==> config.mk <==
export PLATFORM = sky130hd
export DESIGN_NAME = dual_pixel_rgb_line_output
export DESIGN_NICKNAME = d
export VERILOG_FILES = /design/src/rtl/line_out_pkg.sv /design/src/rtl/dual_pixel_rgb_line_output.sv
export SDC_FILE = /design/constraint.sdc
export NUM_CORES = 1
export LEC_CHECK = 0
export BUFFER_PORTS_ARGS = -buffer_cell sky130_fd_sc_hd__clkbuf_2
export CORE_MARGIN = 3
export CORE_UTILIZATION = 55
export DETAILED_ROUTE_END_ITERATION = 12
export MAX_ROUTING_LAYER = met4
export PLACE_DENSITY = 0.76
export REMOVE_ABC_BUFFERS = 1
export SYNTH_ARGS = -nofsm -noshare
export SYNTH_HDL_FRONTEND = slang
export SYNTH_SLANG_ARGS = --single-unit
==> constraint.sdc <==
create_clock -name clk -period 2.3 [get_ports clk]
set_clock_uncertainty 0.05 [all_clocks]
set_input_delay 0.23 -clock clk [delete_from_list [all_inputs] [get_ports clk]]
set_output_delay 0.23 -clock clk [all_outputs]
set_load 0.02 [all_outputs]
==> src/rtl/line_out_pkg.sv <==
package line_out_pkg;
  // ==========================================
  // line format
  localparam int PIXELS_PER_LINE = 2098;
  localparam int SLOT_W = 10;
  localparam int NARROW_W = 8;
  localparam int DROP_LSB = 2;
  localparam int CYCLES_PER_PIXEL = 2;
  localparam int PIX_CNT_W = 12;
  localparam int FIFO_DEPTH = 4;
  // ==========================================
  // timing
  localparam real PCLK_MHZ = 40.0;
  localparam real CLK_MHZ = 100.0;
  localparam int PCLK_HALF_MAX_CYC = 2;
  // ==========================================
  // serial framing
  localparam int UART_DATA_BITS = 8;
  localparam int UART_STOP_BITS = 1;
  localparam bit UART_PARITY_EN = 1'b0;
  localparam int UART_DIV_DEFAULT = 868;
  localparam int UART_DIV_W = 16;
  localparam logic [7:0] CMD_QUERY = 8'h3F;
  localparam logic [7:0] CMD_SET_8BIT = 8'h38;
  localparam logic [7:0] CMD_SET_10BIT = 8'h30;
  localparam logic [7:0] CMD_AOI_BASE = 8'h80;
  localparam logic [7:0] ZERO_BYTE = 8'h00;
  localparam logic [SLOT_W-1:0] FILLER = 10'h000;

  typedef struct packed {
    logic [SLOT_W-1:0] red;
    logic [SLOT_W-1:0] green;
    logic [SLOT_W-1:0] blue;
  } rgb_s;

  typedef struct packed {
    logic line_valid;
    logic [SLOT_W-1:0] slot_a;
    logic [SLOT_W-1:0] slot_b;
  } video_word_s;

  typedef enum logic [1:0] {
    ST_IDLE = 2'b00,
    ST_RG = 2'b01,
    ST_BF = 2'b10
  } tx_state_e;

  typedef enum logic [1:0] {
    US_IDLE = 2'b00,
    US_DATA = 2'b01,
    US_STOP = 2'b10
  } uart_state_e;
endpackage

==> src/rtl/dual_pixel_rgb_line_output.sv <==
`timescale 1ns/10ps
// Overview of operation
// RULE1 - pixel clock runs at 40 MHz, one word sent each cycle.
// RULE2 - each cycle carries two 10-bit slots plus one line valid bit.
// RULE3 - every output word changes on the pixel clock falling edge.
// RULE4 - slot contents mean something only while line valid is high.
// RULE5 - 8-bit variant drops the two low bits of each sample.
// RULE6 - line valid stays low whenever no line is being sent.
// RULE7 - a line is sent only after its acquisition completes.
// RULE8 - first valid cycle: slot A red, slot B green of pixel one.
// RULE9 - second valid cycle: slot A blue of pixel one, slot B filler.
// RULE10 - the two-cycle pattern repeats for every following pixel.
// RULE11 - full line is 4196 valid cycles, 2098 pixels.
// RULE12 - line valid drops after the final pixel is sent.
// RULE13 - receiver discards slot B of every even valid cycle.
// RULE14 - colours of each pixel go out red, green, blue.
// RULE15 - area of interest may shorten the line and valid period.
// RULE16 - exposure active output follows the exposure window.
// RULE17 - serial link framing is 8 data bits, no parity, one stop.
// RULE18 - serial commands change setup; queries report current setup.
// RULE19 - filler slot is zero; 8-bit data sits in the low slot bits.
// RULE20 - a rising external trigger edge starts line readout.

// ==========================================
// small pixel fifo
module pixel_fifo #(
  parameter int WIDTH = 30,
  parameter int DEPTH = 4
) (
  input wire logic clk,
  input wire logic rst_n,
  input wire logic [WIDTH-1:0] in_data,
  input wire logic in_valid,
  output logic in_ready,
  output logic [WIDTH-1:0] out_data,
  output logic out_valid,
  input wire logic out_ready
);
  localparam int AW = $clog2(DEPTH);
  logic [WIDTH-1:0] mem [DEPTH];
  logic [AW-1:0] wr_ptr;
  logic [AW-1:0] rd_ptr;
  logic [AW:0] count;
  logic push;
  logic pop;

  assign in_ready = (count != (AW+1)'(DEPTH));
  assign out_valid = (count != '0);
  assign push = in_valid && in_ready;
  assign pop = out_valid && out_ready;
  assign out_data = mem[rd_ptr];

  always_ff @(posedge clk) begin
    if (push) begin
      mem[wr_ptr] <= in_data;
    end
  end

  always_ff @(posedge clk) begin
    if (!rst_n) begin
      wr_ptr <= '0;
      rd_ptr <= '0;
      count <= '0;
    end else begin
      if (push) begin
        wr_ptr <= (wr_ptr == AW'(DEPTH-1)) ? '0 : AW'(wr_ptr + 1'b1);
      end
      if (pop) begin
        rd_ptr <= (rd_ptr == AW'(DEPTH-1)) ? '0 : AW'(rd_ptr + 1'b1);
      end
      count <= (AW+1)'(count + (push ? 1'b1 : 1'b0) - (pop ? 1'b1 : 1'b0));
    end
  end
endmodule // pixel_fifo

// ==========================================
// line output formatter
module dual_pixel_rgb_line_output
  import line_out_pkg::*;
#(
  parameter int PIXELS = PIXELS_PER_LINE,
  parameter int UART_DIV = UART_DIV_DEFAULT
) (
  input wire logic clk,
  input wire logic rst_n,
  input wire logic pixel_clk,
  input wire logic external_line_trigger,
  input wire logic acq_done,
  input wire logic exposure_on,
  input wire line_out_pkg::rgb_s pix_in,
  input wire logic pix_in_valid,
  output logic pix_in_ready,
  output line_out_pkg::video_word_s video_out,
  output logic exposure_active_out,
  output logic readout_start,
  input wire logic ser_rx,
  output logic ser_tx,
  output logic narrow_mode
);
  import line_out_pkg::*;

  function automatic logic [SLOT_W-1:0] fmt(input logic [SLOT_W-1:0] s, input logic n);
    fmt = n ? {{DROP_LSB{1'b0}}, s[SLOT_W-1:DROP_LSB]} : s;
  endfunction

  // ==========================================
  // pin synchronisers: three stages, change on stage 2/3 agreement
  logic [2:0] pclk_sync;
  logic [2:0] trig_sync;
  logic [2:0] rx_sync;
  logic pclk_lvl;
  logic trig_lvl;
  logic rx_lvl;
  logic pclk_fall;
  logic trig_rise;

  always_ff @(posedge clk) begin
    if (!rst_n) begin
      pclk_sync <= 3'b000;
      trig_sync <= 3'b000;
      rx_sync <= 3'b111;
    end else begin
      pclk_sync <= {pclk_sync[1:0], pixel_clk};
      trig_sync <= {trig_sync[1:0], external_line_trigger};
      rx_sync <= {rx_sync[1:0], ser_rx};
    end
  end

  always_ff @(posedge clk) begin
    if (!rst_n) begin
      pclk_lvl <= 1'b0;
      trig_lvl <= 1'b0;
      rx_lvl <= 1'b1;
    end else begin
      if (pclk_sync[1] == pclk_sync[2]) pclk_lvl <= pclk_sync[2];
      if (trig_sync[1] == trig_sync[2]) trig_lvl <= trig_sync[2];
      if (rx_sync[1] == rx_sync[2]) rx_lvl <= rx_sync[2];
    end
  end

  // one-cycle edge flags from the filtered levels
  assign pclk_fall = pclk_lvl && (pclk_sync[1] == pclk_sync[2]) && !pclk_sync[2]; // RULE3
  assign trig_rise = !trig_lvl && (trig_sync[1] == trig_sync[2]) && trig_sync[2]; // RULE20

  // ==========================================
  // setup state, written over the serial link
  logic [PIX_CNT_W-1:0] aoi_pixels;
  logic rx_done;
  logic [7:0] rx_byte;
  logic tx_req;

  always_ff @(posedge clk) begin
    if (!rst_n) begin
      narrow_mode <= 1'b0;
      aoi_pixels <= PIX_CNT_W'(PIXELS);
      tx_req <= 1'b0;
    end else begin
      tx_req <= 1'b0;
      if (rx_done) begin
        if (rx_byte == CMD_SET_8BIT) narrow_mode <= 1'b1; // RULE18
        else if (rx_byte == CMD_SET_10BIT) narrow_mode <= 1'b0;
        else if (rx_byte == CMD_QUERY) tx_req <= 1'b1;
        else if (rx_byte >= CMD_AOI_BASE) begin
          // aoi in steps of 16 pixels, 0 restores full line
          aoi_pixels <= (rx_byte == CMD_AOI_BASE) ? PIX_CNT_W'(PIXELS) :
                        PIX_CNT_W'({rx_byte[6:0], 4'h0}); // RULE15
        end
      end
    end
  end

  // ==========================================
  // serial receiver, 8N1
  uart_state_e rx_state;
  logic [UART_DIV_W-1:0] rx_cnt;
  logic [3:0] rx_bit;

  always_ff @(posedge clk) begin
    if (!rst_n) begin
      rx_state <= US_IDLE;
      rx_cnt <= '0;
      rx_bit <= '0;
      rx_byte <= ZERO_BYTE;
      rx_done <= 1'b0;
    end else begin
      rx_done <= 1'b0;
      case (rx_state)
        US_IDLE: begin
          if (!rx_lvl) begin
            rx_state <= US_DATA;
            rx_cnt <= UART_DIV_W'(UART_DIV + UART_DIV / 2);
            rx_bit <= '0;
          end
        end
        US_DATA: begin
          if (rx_cnt == '0) begin
            rx_byte <= {rx_lvl, rx_byte[7:1]}; // RULE17
            rx_cnt <= UART_DIV_W'(UART_DIV - 1);
            rx_bit <= 4'(rx_bit + 1'b1);
            if (rx_bit == 4'(UART_DATA_BITS - 1)) rx_state <= US_STOP;
          end else begin
            rx_cnt <= UART_DIV_W'(rx_cnt - 1'b1);
          end
        end
        US_STOP: begin
          if (rx_cnt == '0) begin
            rx_done <= rx_lvl; // bad stop bit drops the byte
            rx_state <= US_IDLE;
          end else begin
            rx_cnt <= UART_DIV_W'(rx_cnt - 1'b1);
          end
        end
        default: rx_state <= US_IDLE;
      endcase
    end
  end

  // ==========================================
  // serial transmitter: answers a query with the setup byte
  logic [9:0] tx_shift;
  logic [3:0] tx_left;
  logic [UART_DIV_W-1:0] tx_cnt;

  always_ff @(posedge clk) begin
    if (!rst_n) begin
      tx_shift <= 10'h3FF;
      tx_left <= '0;
      tx_cnt <= '0;
    end else if (tx_left == '0) begin
      if (tx_req) begin
        tx_shift <= {1'b1, narrow_mode, aoi_pixels[10:4], 1'b0}; // RULE17 RULE18
        tx_left <= 4'(UART_DATA_BITS + UART_STOP_BITS + 1);
        tx_cnt <= UART_DIV_W'(UART_DIV - 1);
      end
    end else if (tx_cnt == '0) begin
      tx_shift <= {1'b1, tx_shift[9:1]};
      tx_left <= 4'(tx_left - 1'b1);
      tx_cnt <= UART_DIV_W'(UART_DIV - 1);
    end else begin
      tx_cnt <= UART_DIV_W'(tx_cnt - 1'b1);
    end
  end

  assign ser_tx = tx_shift[0];

  // ==========================================
  // exposure and readout
  always_ff @(posedge clk) begin
    if (!rst_n) begin
      exposure_active_out <= 1'b0;
      readout_start <= 1'b0;
    end else begin
      exposure_active_out <= exposure_on; // RULE16
      readout_start <= trig_rise; // RULE20
    end
  end

  // ==========================================
  // line sender: one word per falling pixel clock edge
  tx_state_e state;
  logic [PIX_CNT_W-1:0] pix_cnt;
  logic line_pending;
  rgb_s fifo_out;
  logic fifo_valid;
  logic fifo_pop;

  // acquisition done held until the sender picks it up
  always_ff @(posedge clk) begin
    if (!rst_n) begin
      line_pending <= 1'b0;
    end else if (acq_done) begin
      line_pending <= 1'b1; // RULE7
    end else if (pclk_fall && state == ST_IDLE && fifo_valid) begin
      line_pending <= 1'b0;
    end
  end

  // the blue half pops; stalls upstream while the fifo is full
  assign fifo_pop = pclk_fall && state == ST_RG;

  pixel_fifo #(
    .WIDTH($bits(rgb_s)),
    .DEPTH(FIFO_DEPTH)
  ) u_fifo (
    .clk(clk),
    .rst_n(rst_n),
    .in_data(pix_in),
    .in_valid(pix_in_valid),
    .in_ready(pix_in_ready),
    .out_data(fifo_out),
    .out_valid(fifo_valid),
    .out_ready(fifo_pop)
  );

  always_ff @(posedge clk) begin
    if (!rst_n) begin
      state <= ST_IDLE;
      pix_cnt <= '0;
      video_out <= '0;
    end else if (pclk_fall) begin
      case (state)
        ST_IDLE: begin
          video_out <= '0; // RULE6
          if (line_pending && fifo_valid) begin
            video_out.line_valid <= 1'b1; // RULE1 RULE2
            video_out.slot_a <= fmt(fifo_out.red, narrow_mode); // RULE8 RULE14 RULE5 RULE19
            video_out.slot_b <= fmt(fifo_out.green, narrow_mode); // RULE8
            pix_cnt <= PIX_CNT_W'(1);
            state <= ST_RG;
          end
        end
        ST_RG: begin
          video_out.line_valid <= 1'b1;
          video_out.slot_a <= fmt(fifo_out.blue, narrow_mode); // RULE9 RULE14
          video_out.slot_b <= FILLER; // RULE9 RULE13 RULE19
          state <= ST_BF;
        end
        ST_BF: begin
          if (pix_cnt >= aoi_pixels || pix_cnt >= PIX_CNT_W'(PIXELS) || !fifo_valid) begin
            video_out <= '0; // RULE12 RULE11 RULE4
            state <= ST_IDLE;
          end else begin
            video_out.line_valid <= 1'b1; // RULE10
            video_out.slot_a <= fmt(fifo_out.red, narrow_mode);
            video_out.slot_b <= fmt(fifo_out.green, narrow_mode);
            pix_cnt <= PIX_CNT_W'(pix_cnt + 1'b1);
            state <= ST_RG;
          end
        end
        default: state <= ST_IDLE;
      endcase
    end
  end

  // ==========================================
  // checks
  a_word_on_fall: assert property (@(posedge clk) disable iff (!rst_n) // RULE3
    $changed(video_out) |-> $past(pclk_fall))
    else $error("video word changed off a falling pixel clock edge");
  a_filler_zero: assert property (@(posedge clk) disable iff (!rst_n) // RULE19
    (state == ST_BF) |-> (video_out.slot_b == FILLER && video_out.line_valid))
    else $error("filler slot not zero");
  a_idle_low: assert property (@(posedge clk) disable iff (!rst_n) // RULE6
    (state == ST_IDLE) |-> !video_out.line_valid)
    else $error("line valid high while idle");
  a_rg_then_bf: assert property (@(posedge clk) disable iff (!rst_n) // RULE10
    (state == ST_RG && pclk_fall) |=> (state == ST_BF))
    else $error("red green not followed by blue");
  a_narrow_low: assert property (@(posedge clk) disable iff (!rst_n) // RULE5
    (narrow_mode && video_out.line_valid && state == ST_RG && $past(pclk_fall))
      |-> video_out.slot_a[SLOT_W-1:NARROW_W] == '0)
    else $error("narrow slot upper bits not zero");
  a_count_bound: assert property (@(posedge clk) disable iff (!rst_n) // RULE11
    pix_cnt <= PIX_CNT_W'(PIXELS))
    else $error("pixel count beyond line length");
  a_start_pending: assert property (@(posedge clk) disable iff (!rst_n) // RULE7
    ($rose(state == ST_RG) && $past(state) == ST_IDLE) |-> $past(line_pending))
    else $error("line started without completed acquisition");
  a_exposure_follow: assert property (@(posedge clk) disable iff (!rst_n) // RULE16
    ##1 exposure_active_out == $past(exposure_on))
    else $error("exposure output does not follow exposure");
  a_trigger_readout: assert property (@(posedge clk) disable iff (!rst_n) // RULE20
    trig_rise |=> readout_start ##1 !readout_start)
    else $error("readout pulse missing after trigger edge");
endmodule // dual_pixel_rgb_line_output

==> results of run 1 <==
-- flip-flops by register name (all words and copies together), names as in the netlist, 4 cells and up, named ones only --
signal / flops
u_fifo.mem: 120
video_out: 21
rx_cnt: 16
tx_cnt: 16
pix_cnt: 12
tx_shift: 9
aoi_pixels: 8
rx_byte: 8
rx_bit: 4
tx_left: 4
-- worst paths after layout --
check	from	endpoint	slack, ps	cells past startpoint
setup / recovery	pix_cnt[6]$_SDFFE_PN0P_	pix_cnt[10]$_SDFFE_PN0P_	10	6
hold reg to reg	rx_sync[0]$_SDFF_PN1_	rx_sync[1]$_SDFF_PN1_	340	1
hold / removal	pix_in_valid	u_fifo.wr_ptr[1]$_SDFFE_PN0P_	60	4
setup reg to reg	pix_cnt[6]$_SDFFE_PN0P_	pix_cnt[10]$_SDFFE_PN0P_	10	6
-- stage by stage --
stage                     total power [mW]  setup TNS [ps]
after global placement                7.85           -35.5
after global routing                  12.9            -247
after detailed placement              7.92            -115
final                                 12.3               0
after CTS                             12.3           -7.33
after floorplan                       7.06           -5160
-- layout make-up --
| class | count | area share, % |
|---|---|---|
| Clock inverter | 12 | 1.30 |
| Sequential cell | 249 | 47.5 |
| Multi-Input combinational cell | 591 | 32.8 |
| Clock buffer | 36 | 5.59 |
| Inverter | 39 | 1.14 |
| Timing Repair Buffer | 159 | 9.13 |
| Tap cell | 260 | 2.50 |
-- power breakdown --
group	switching [mW]	internal, mW
Combinational	1.61	1.09
Sequential	0.234	5.06
Clock	1.73	2.57
Total	3.58	8.72
-- layout by cell type (no fill, tap or decap), types with 4 or more instances in the layout --
cell type	instances
nand2b_1	6
clkinv_2	4
o22ai_1	8
xnor2_1	12
clkbuf_2	63
and2_1	14
o31ai_1	5
mux2i_1	21
mux4_2	30
a211oi_1	14
dfxtp_1	124
nor2_1	88
clkbuf_1	6
a31oi_1	7
inv_1	35
o21ai_1	26
dfxtp_2	5
edfxtp_1	120
ha_1	30
buf_4	55
clkbuf_8	4
mux2_2	8
and3_1	8
or3_1	8
nor4_1	7
nand3_1	9
dlygate4sd3_1	35
o21ai_0	35
or4_4	4
nor3_1	17
a21oi_2	4
buf_12	5
nand4_1	12
nand2_1	77
clkbuf_16	26
a21oi_1	70
-- layer usage --
metal / share of wire [%] / GRT usage (%)
met5: 0 / -
met4: 2.7 / 7.66
met3: 5.1 / 3.75
met2: 51 / 40.1
met1: 41 / 28.8
-- what timing repair did --
action	CTS	global route
resized for setup	4	35
endpoints found under the hold margin	125	0
setup buffers	5	6
hold buffers	35	0
endpoints found under the setup margin	6	29
pin swaps	6	11
-- cell families after synthesis --
kind of cell,Yosys count,share of synthesized area (%)
AOI/OAI and AO/OA,198,11.2
xor gates and xnor gates,15,1.24
adders and majority gates,33,3.97
buffers and inverters,75,2.74
DFF,249,58.4
muxes,59,9.21
and+or+nand+nor,286,13.3
-- critical path, cell delays in order (launching register included) --
cell,delay [ps]
dfxtp_2,320
or4_4,540
o31ai_4,190
a41o_2,300
nand4_4,170
or4_4,520
a21oi_2,130
==> qor.csv, run 1 <==
metric;value;unit
finalHoldViolCount;0;
hold_path.class;in2reg;
drv_slew;0;
area_delta_synth_final;23.0;%
via_per_inst;5.69;
routed-via-count;7655;
die_h;145;µm
first_global_vias;7569;
nets;1137;
syn-instance-count;915;
synth-seq-cells;249;
finalNonFillerCells;1346;
htreeDepth;1;
dp_slack;-69.1;ps
dp_hpwl;14.1;mm
vdd_drop_max;869;µV
synth_edf_count;120;
clock_path_buffers;3;
route.detailed.drc;0;
ys_types;68;
clk_latency;550;ps
ys.flop_type;dfxtp_1;
cts_tree;built;
start_util;56.3;%
regArea;0.00619;mm²
synth_area_leaders;edfxtp_1 34%, dfxtp_1 24%, mux4_2 6.4%, ha_1 3.8%, a21oi_1 3.5%;
drt_iter0_drc;487;
yosysSeqAreaShare;58.4;%
clkSlewWorstSetupHoldPaths;60;ps
antenna_found_initial;0;
drtAntennaViolNets;0;
gp_congestion;0.825;
worstPathMaxFanout;7;
chipWidth;145;µm
yosysMostFrequentCell;dfxtp_1;
cts_made_buffers;26;
post_drt_wl_per_cell;17.6;µm
slew_headroom;57.0;%
synth_top_cell_area_share;34.0;%
syn_avg_cell_area;11.6;µm²
synth_common_cells;129 x dfxtp_1, 120 x edfxtp_1, 90 x nor2_1;
async_reset_ff_share;0;%
first_pass_iters;4;
layout-drive-gt1-share;22.9;%
holdWs;61.9;ps
core;0.0188;mm²
synth_top_area_cell;edfxtp_1;
syn_area;0.0106;mm²
place_inst;1252;
finalSetupViolations;0;
cts_root_buf;clkbuf_16;
end_kind;register;
period_needed;2290;ps
fmax;437;MHz
tightestPinTransition;642;ps
fillers;1313;
drv_cap;0;
grt_usage;23.5;%
clock-sinks;249;
row_count;50;
crit_required;2710;ps
grt.overflow.total;0;
timing.final.crit_share;99.4;%
setup_ws;13.6;ps
n_antenna_cell;0;
status;complete, no violations;
pwr_density_cell;944;mW/mm²
stdcell_area;0.0130;mm²
grt_max_degree;61;
wl;23.7;mm
yosysWarnings;0;
grt_first_pass_wirelength;38.1;mm
rsz0062_at_grt;true;
crit_type;reg2reg;
post_dp_cell_area;0.0115;mm²
p_leak;4.73;nW
multiInputGateArea;0.00428;mm²
crit_path_start_kind;register;
port_buffers;63;
dieArea;0.0210;mm²
worst_ep_arrival_time;2700;ps
pin_count;64;
fin_util;69.2;%
Power figures use the tool's default switching activity.
==> run 2: changes to the inputs <==
--- a/config.mk
+++ b/config.mk
@@ -6,6 +6,7 @@
 export NUM_CORES = 1
 export LEC_CHECK = 0
 export BUFFER_PORTS_ARGS = -buffer_cell sky130_fd_sc_hd__clkbuf_2
+export CORE_ASPECT_RATIO = 0.8
 export CORE_MARGIN = 3
 export CORE_UTILIZATION = 55
 export DETAILED_ROUTE_END_ITERATION = 12
==> qor.csv, run 2 (same netlist as run 1, synthesis figures left out) <==
metric;value;unit;change
top_register;u_fifo.mem;;unchanged
cts_root_buf;clkbuf_16;;unchanged
grt.overflow.total;0;;unchanged
setup_ws;-1.88;ps;was 13.6 ps
drv_cap;0;;unchanged
end_kind;register;;unchanged
drtAntennaViolNets;0;;unchanged
start_util;57.3;%;was 56.3%
vdd_drop_max;802;µV;was 869 µV
use_met3;4.06;%;was 3.75%
period_needed;2300;ps;was 2290 ps
route.detailed.drc;0;;unchanged
antenna_found_initial;0;;unchanged
min_from;pix_in_valid;;unchanged
area_delta_synth_final;21.5;%;was 23.0%
tightestPinTransition;645;ps;was 642 ps
die_h;130;µm;was 145 µm
r2r_cells;7;;was 6
pin_count;64;;unchanged
post_drt_wl_per_cell;17.6;µm;about the same
cts_made_buffers;24;;was 26
nets;1135;;was 1137
via_per_inst;5.74;;was 5.69
grt_usage;23.3;%;was 23.5%
final_common_cell;dfxtp_1;;unchanged
clock-sinks;249;;unchanged
finalHoldViolCount;0;;unchanged
grt.busiest_layer;met2;;unchanged
routed-via-count;7667;;was 7655
timing.final.crit_share;100;%;was 99.4%
row_count;44;;was 50
n_antenna_cell;0;;unchanged
fin_tns_setup;-1.88;ps;was 0 ps
drt_iter0_drc;569;;was 487
fin_util;69.6;%;was 69.2%
htreeDepth;1;;unchanged
rrSetupSlack;-2;ps;was 10 ps
finalSetupViolations;1;;was 0
wl;23.5;mm;was 23.7 mm
violations;negative setup slack;;
core;0.0185;mm²;was 0.0188 mm²
grt_first_pass_wirelength;38.5;mm;was 38.1 mm
timing.rr.start;pix_cnt[6]$_SDFFE_PN0P_;;unchanged
grt_max_degree;61;;unchanged
report.power.total;11.9;mW;was 12.3 mW
grt.met2_usage;38.7;%;was 40.1%
r2r_end;pix_cnt[7]$_SDFFE_PN0P_;;was pix_cnt[10]$_SDFFE_PN0P_
drv_slew;0;;unchanged
gp_congestion;0.873;;was 0.825
min_path_cells;4;;unchanged
status;complete, but fails checks;;was complete, no violations
first_pass_iters;5;;was 4
worst_ep_arrival_time;2690;ps;was 2700 ps
port_buffers;63;;unchanged
clock_path_buffers;3;;unchanged
holdPathEnd;u_fifo.wr_ptr[1]$_SDFFE_PN0P_;;unchanged
crit_path_start_kind;register;;unchanged
slew_headroom;57.0;%;about the same
place_inst;1248;;was 1252
use_met1;30.1;%;was 28.8%
clk_latency;510;ps;was 550 ps
first_global_vias;7516;;was 7569
largest_register_ff_count;120;;unchanged
final_cell_mix;125 x dfxtp_1, 120 x edfxtp_1, 88 x nor2_1;;was 124 x dfxtp_1, 120 x edfxtp_1, 88 x nor2_1
layout-drive-gt1-share;22.4;%;was 22.9%
hold_path.class;in2reg;;unchanged
cts_tree;built;;unchanged
pwr_density_cell;926;mW/mm²;was 944 mW/mm²
reg.largest.list;u_fifo.mem x120, video_out x21;;unchanged
worstPathMaxFanout;6;;was 7
fmax;434;MHz;was 437 MHz
p_leak;4.68;nW;was 4.73 nW
rsz0062_at_grt;true;;unchanged
finalNonFillerCells;1335;;was 1346
chipWidth;161;µm;was 145 µm
crit_required;2690;ps;was 2710 ps
clkSlewWorstSetupHoldPaths;60;ps;about the same
dieArea;0.0210;mm²;about the same
crit_type;reg2reg;;unchanged
dp_hpwl;14.2;mm;was 14.1 mm
## run 2: cell types whose count changed in the layout (fill, tap and decap cells not counted), moves of 2 or more
| cell | before | now |
|---|---|---|
| bufinv_16 | 3 | 1 |
| clkinvlp_4 | 1 | 3 |
| or4_1 | 2 | 4 |
| or4_4 | 4 | 2 |
## run 2: worst max-delay path, cell delays in order (launching register included)
cell and delay (ps):
dfxtp_2 320, or4_4 550, o31ai_4 240, a41o_2 290, nand4_4 130, buf_4 170
or3_4 330, a21oi_2 140
## run 2: per-layer routing
| layer | routed length (µm) | part of all wire (%) | up-vias |
|---|---|---|---|
| li1 | - | - | 3686 |
| met1 | 10200 | 44 | 3683 |
| met2 | 11300 | 48 | 250 |
| met3 | 1420 | 6.0 | 48 |
| met4 | 550 | 2.3 | 0 |
| met5 | 0 | 0 | - |
## run 2: where the power goes
group	switching [mW]	internal, mW	total, mW
Combinational	1.59	1.14	2.72
Clock	1.64	2.28	3.92
Sequential	0.223	5.06	5.28
## run 2: how the worst max path moves through the flow
stage | start | cells past startpoint | endpoint | slack [ps]
final | pix_cnt[6]$_SDFFE_PN0P_ | 7 | pix_cnt[7]$_SDFFE_PN0P_ | -2
after detailed placement | pclk_lvl$_SDFFE_PN0N_ | 12 | u_fifo.count[2]$_SDFF_PN0_ | -50
after CTS | pclk_lvl$_SDFFE_PN0N_ | 12 | u_fifo.count[2]$_SDFF_PN0_ | -10
after global placement | pclk_lvl$_SDFFE_PN0N_ | 12 | u_fifo.count[2]$_SDFF_PN0_ | -3
after global routing | pix_cnt[6]$_SDFFE_PN0P_ | 8 | pix_cnt[10]$_SDFFE_PN0P_ | -100
after floorplan | register | 4 | video_out[16]$_SDFFE_PN0P_ | -330
## run 2: area by class of cell
cell class	instances	area [µm²]
fillers	1327	5620
well taps	253	317
repair buffers	159	1200
flip-flops and latches	249	6190
clock inverters	8	72.6
clock buffers	36	721
inverters	39	146
multi-input cells	591	4230
## run 2: what timing repair did
item	CTS	global route
setup buffers	0	8
endpoints found under the setup margin	4	15
cloned	0	0
hold endpoints to repair	125	0
pin swaps	2	12
gates resized for setup	4	25
hold buffers	35	0
## run 2: metrics by stage
stage	worst slack (ps)	area (µm²)	hold slack [ps]
after floorplan	-330	10500	242
after global routing	-101	12900	124
final	-1.88	12900	75.4
after CTS	-11.5	12700	39.4
after detailed placement	-50.5	11600	350
after global placement	-3.02	11600	350
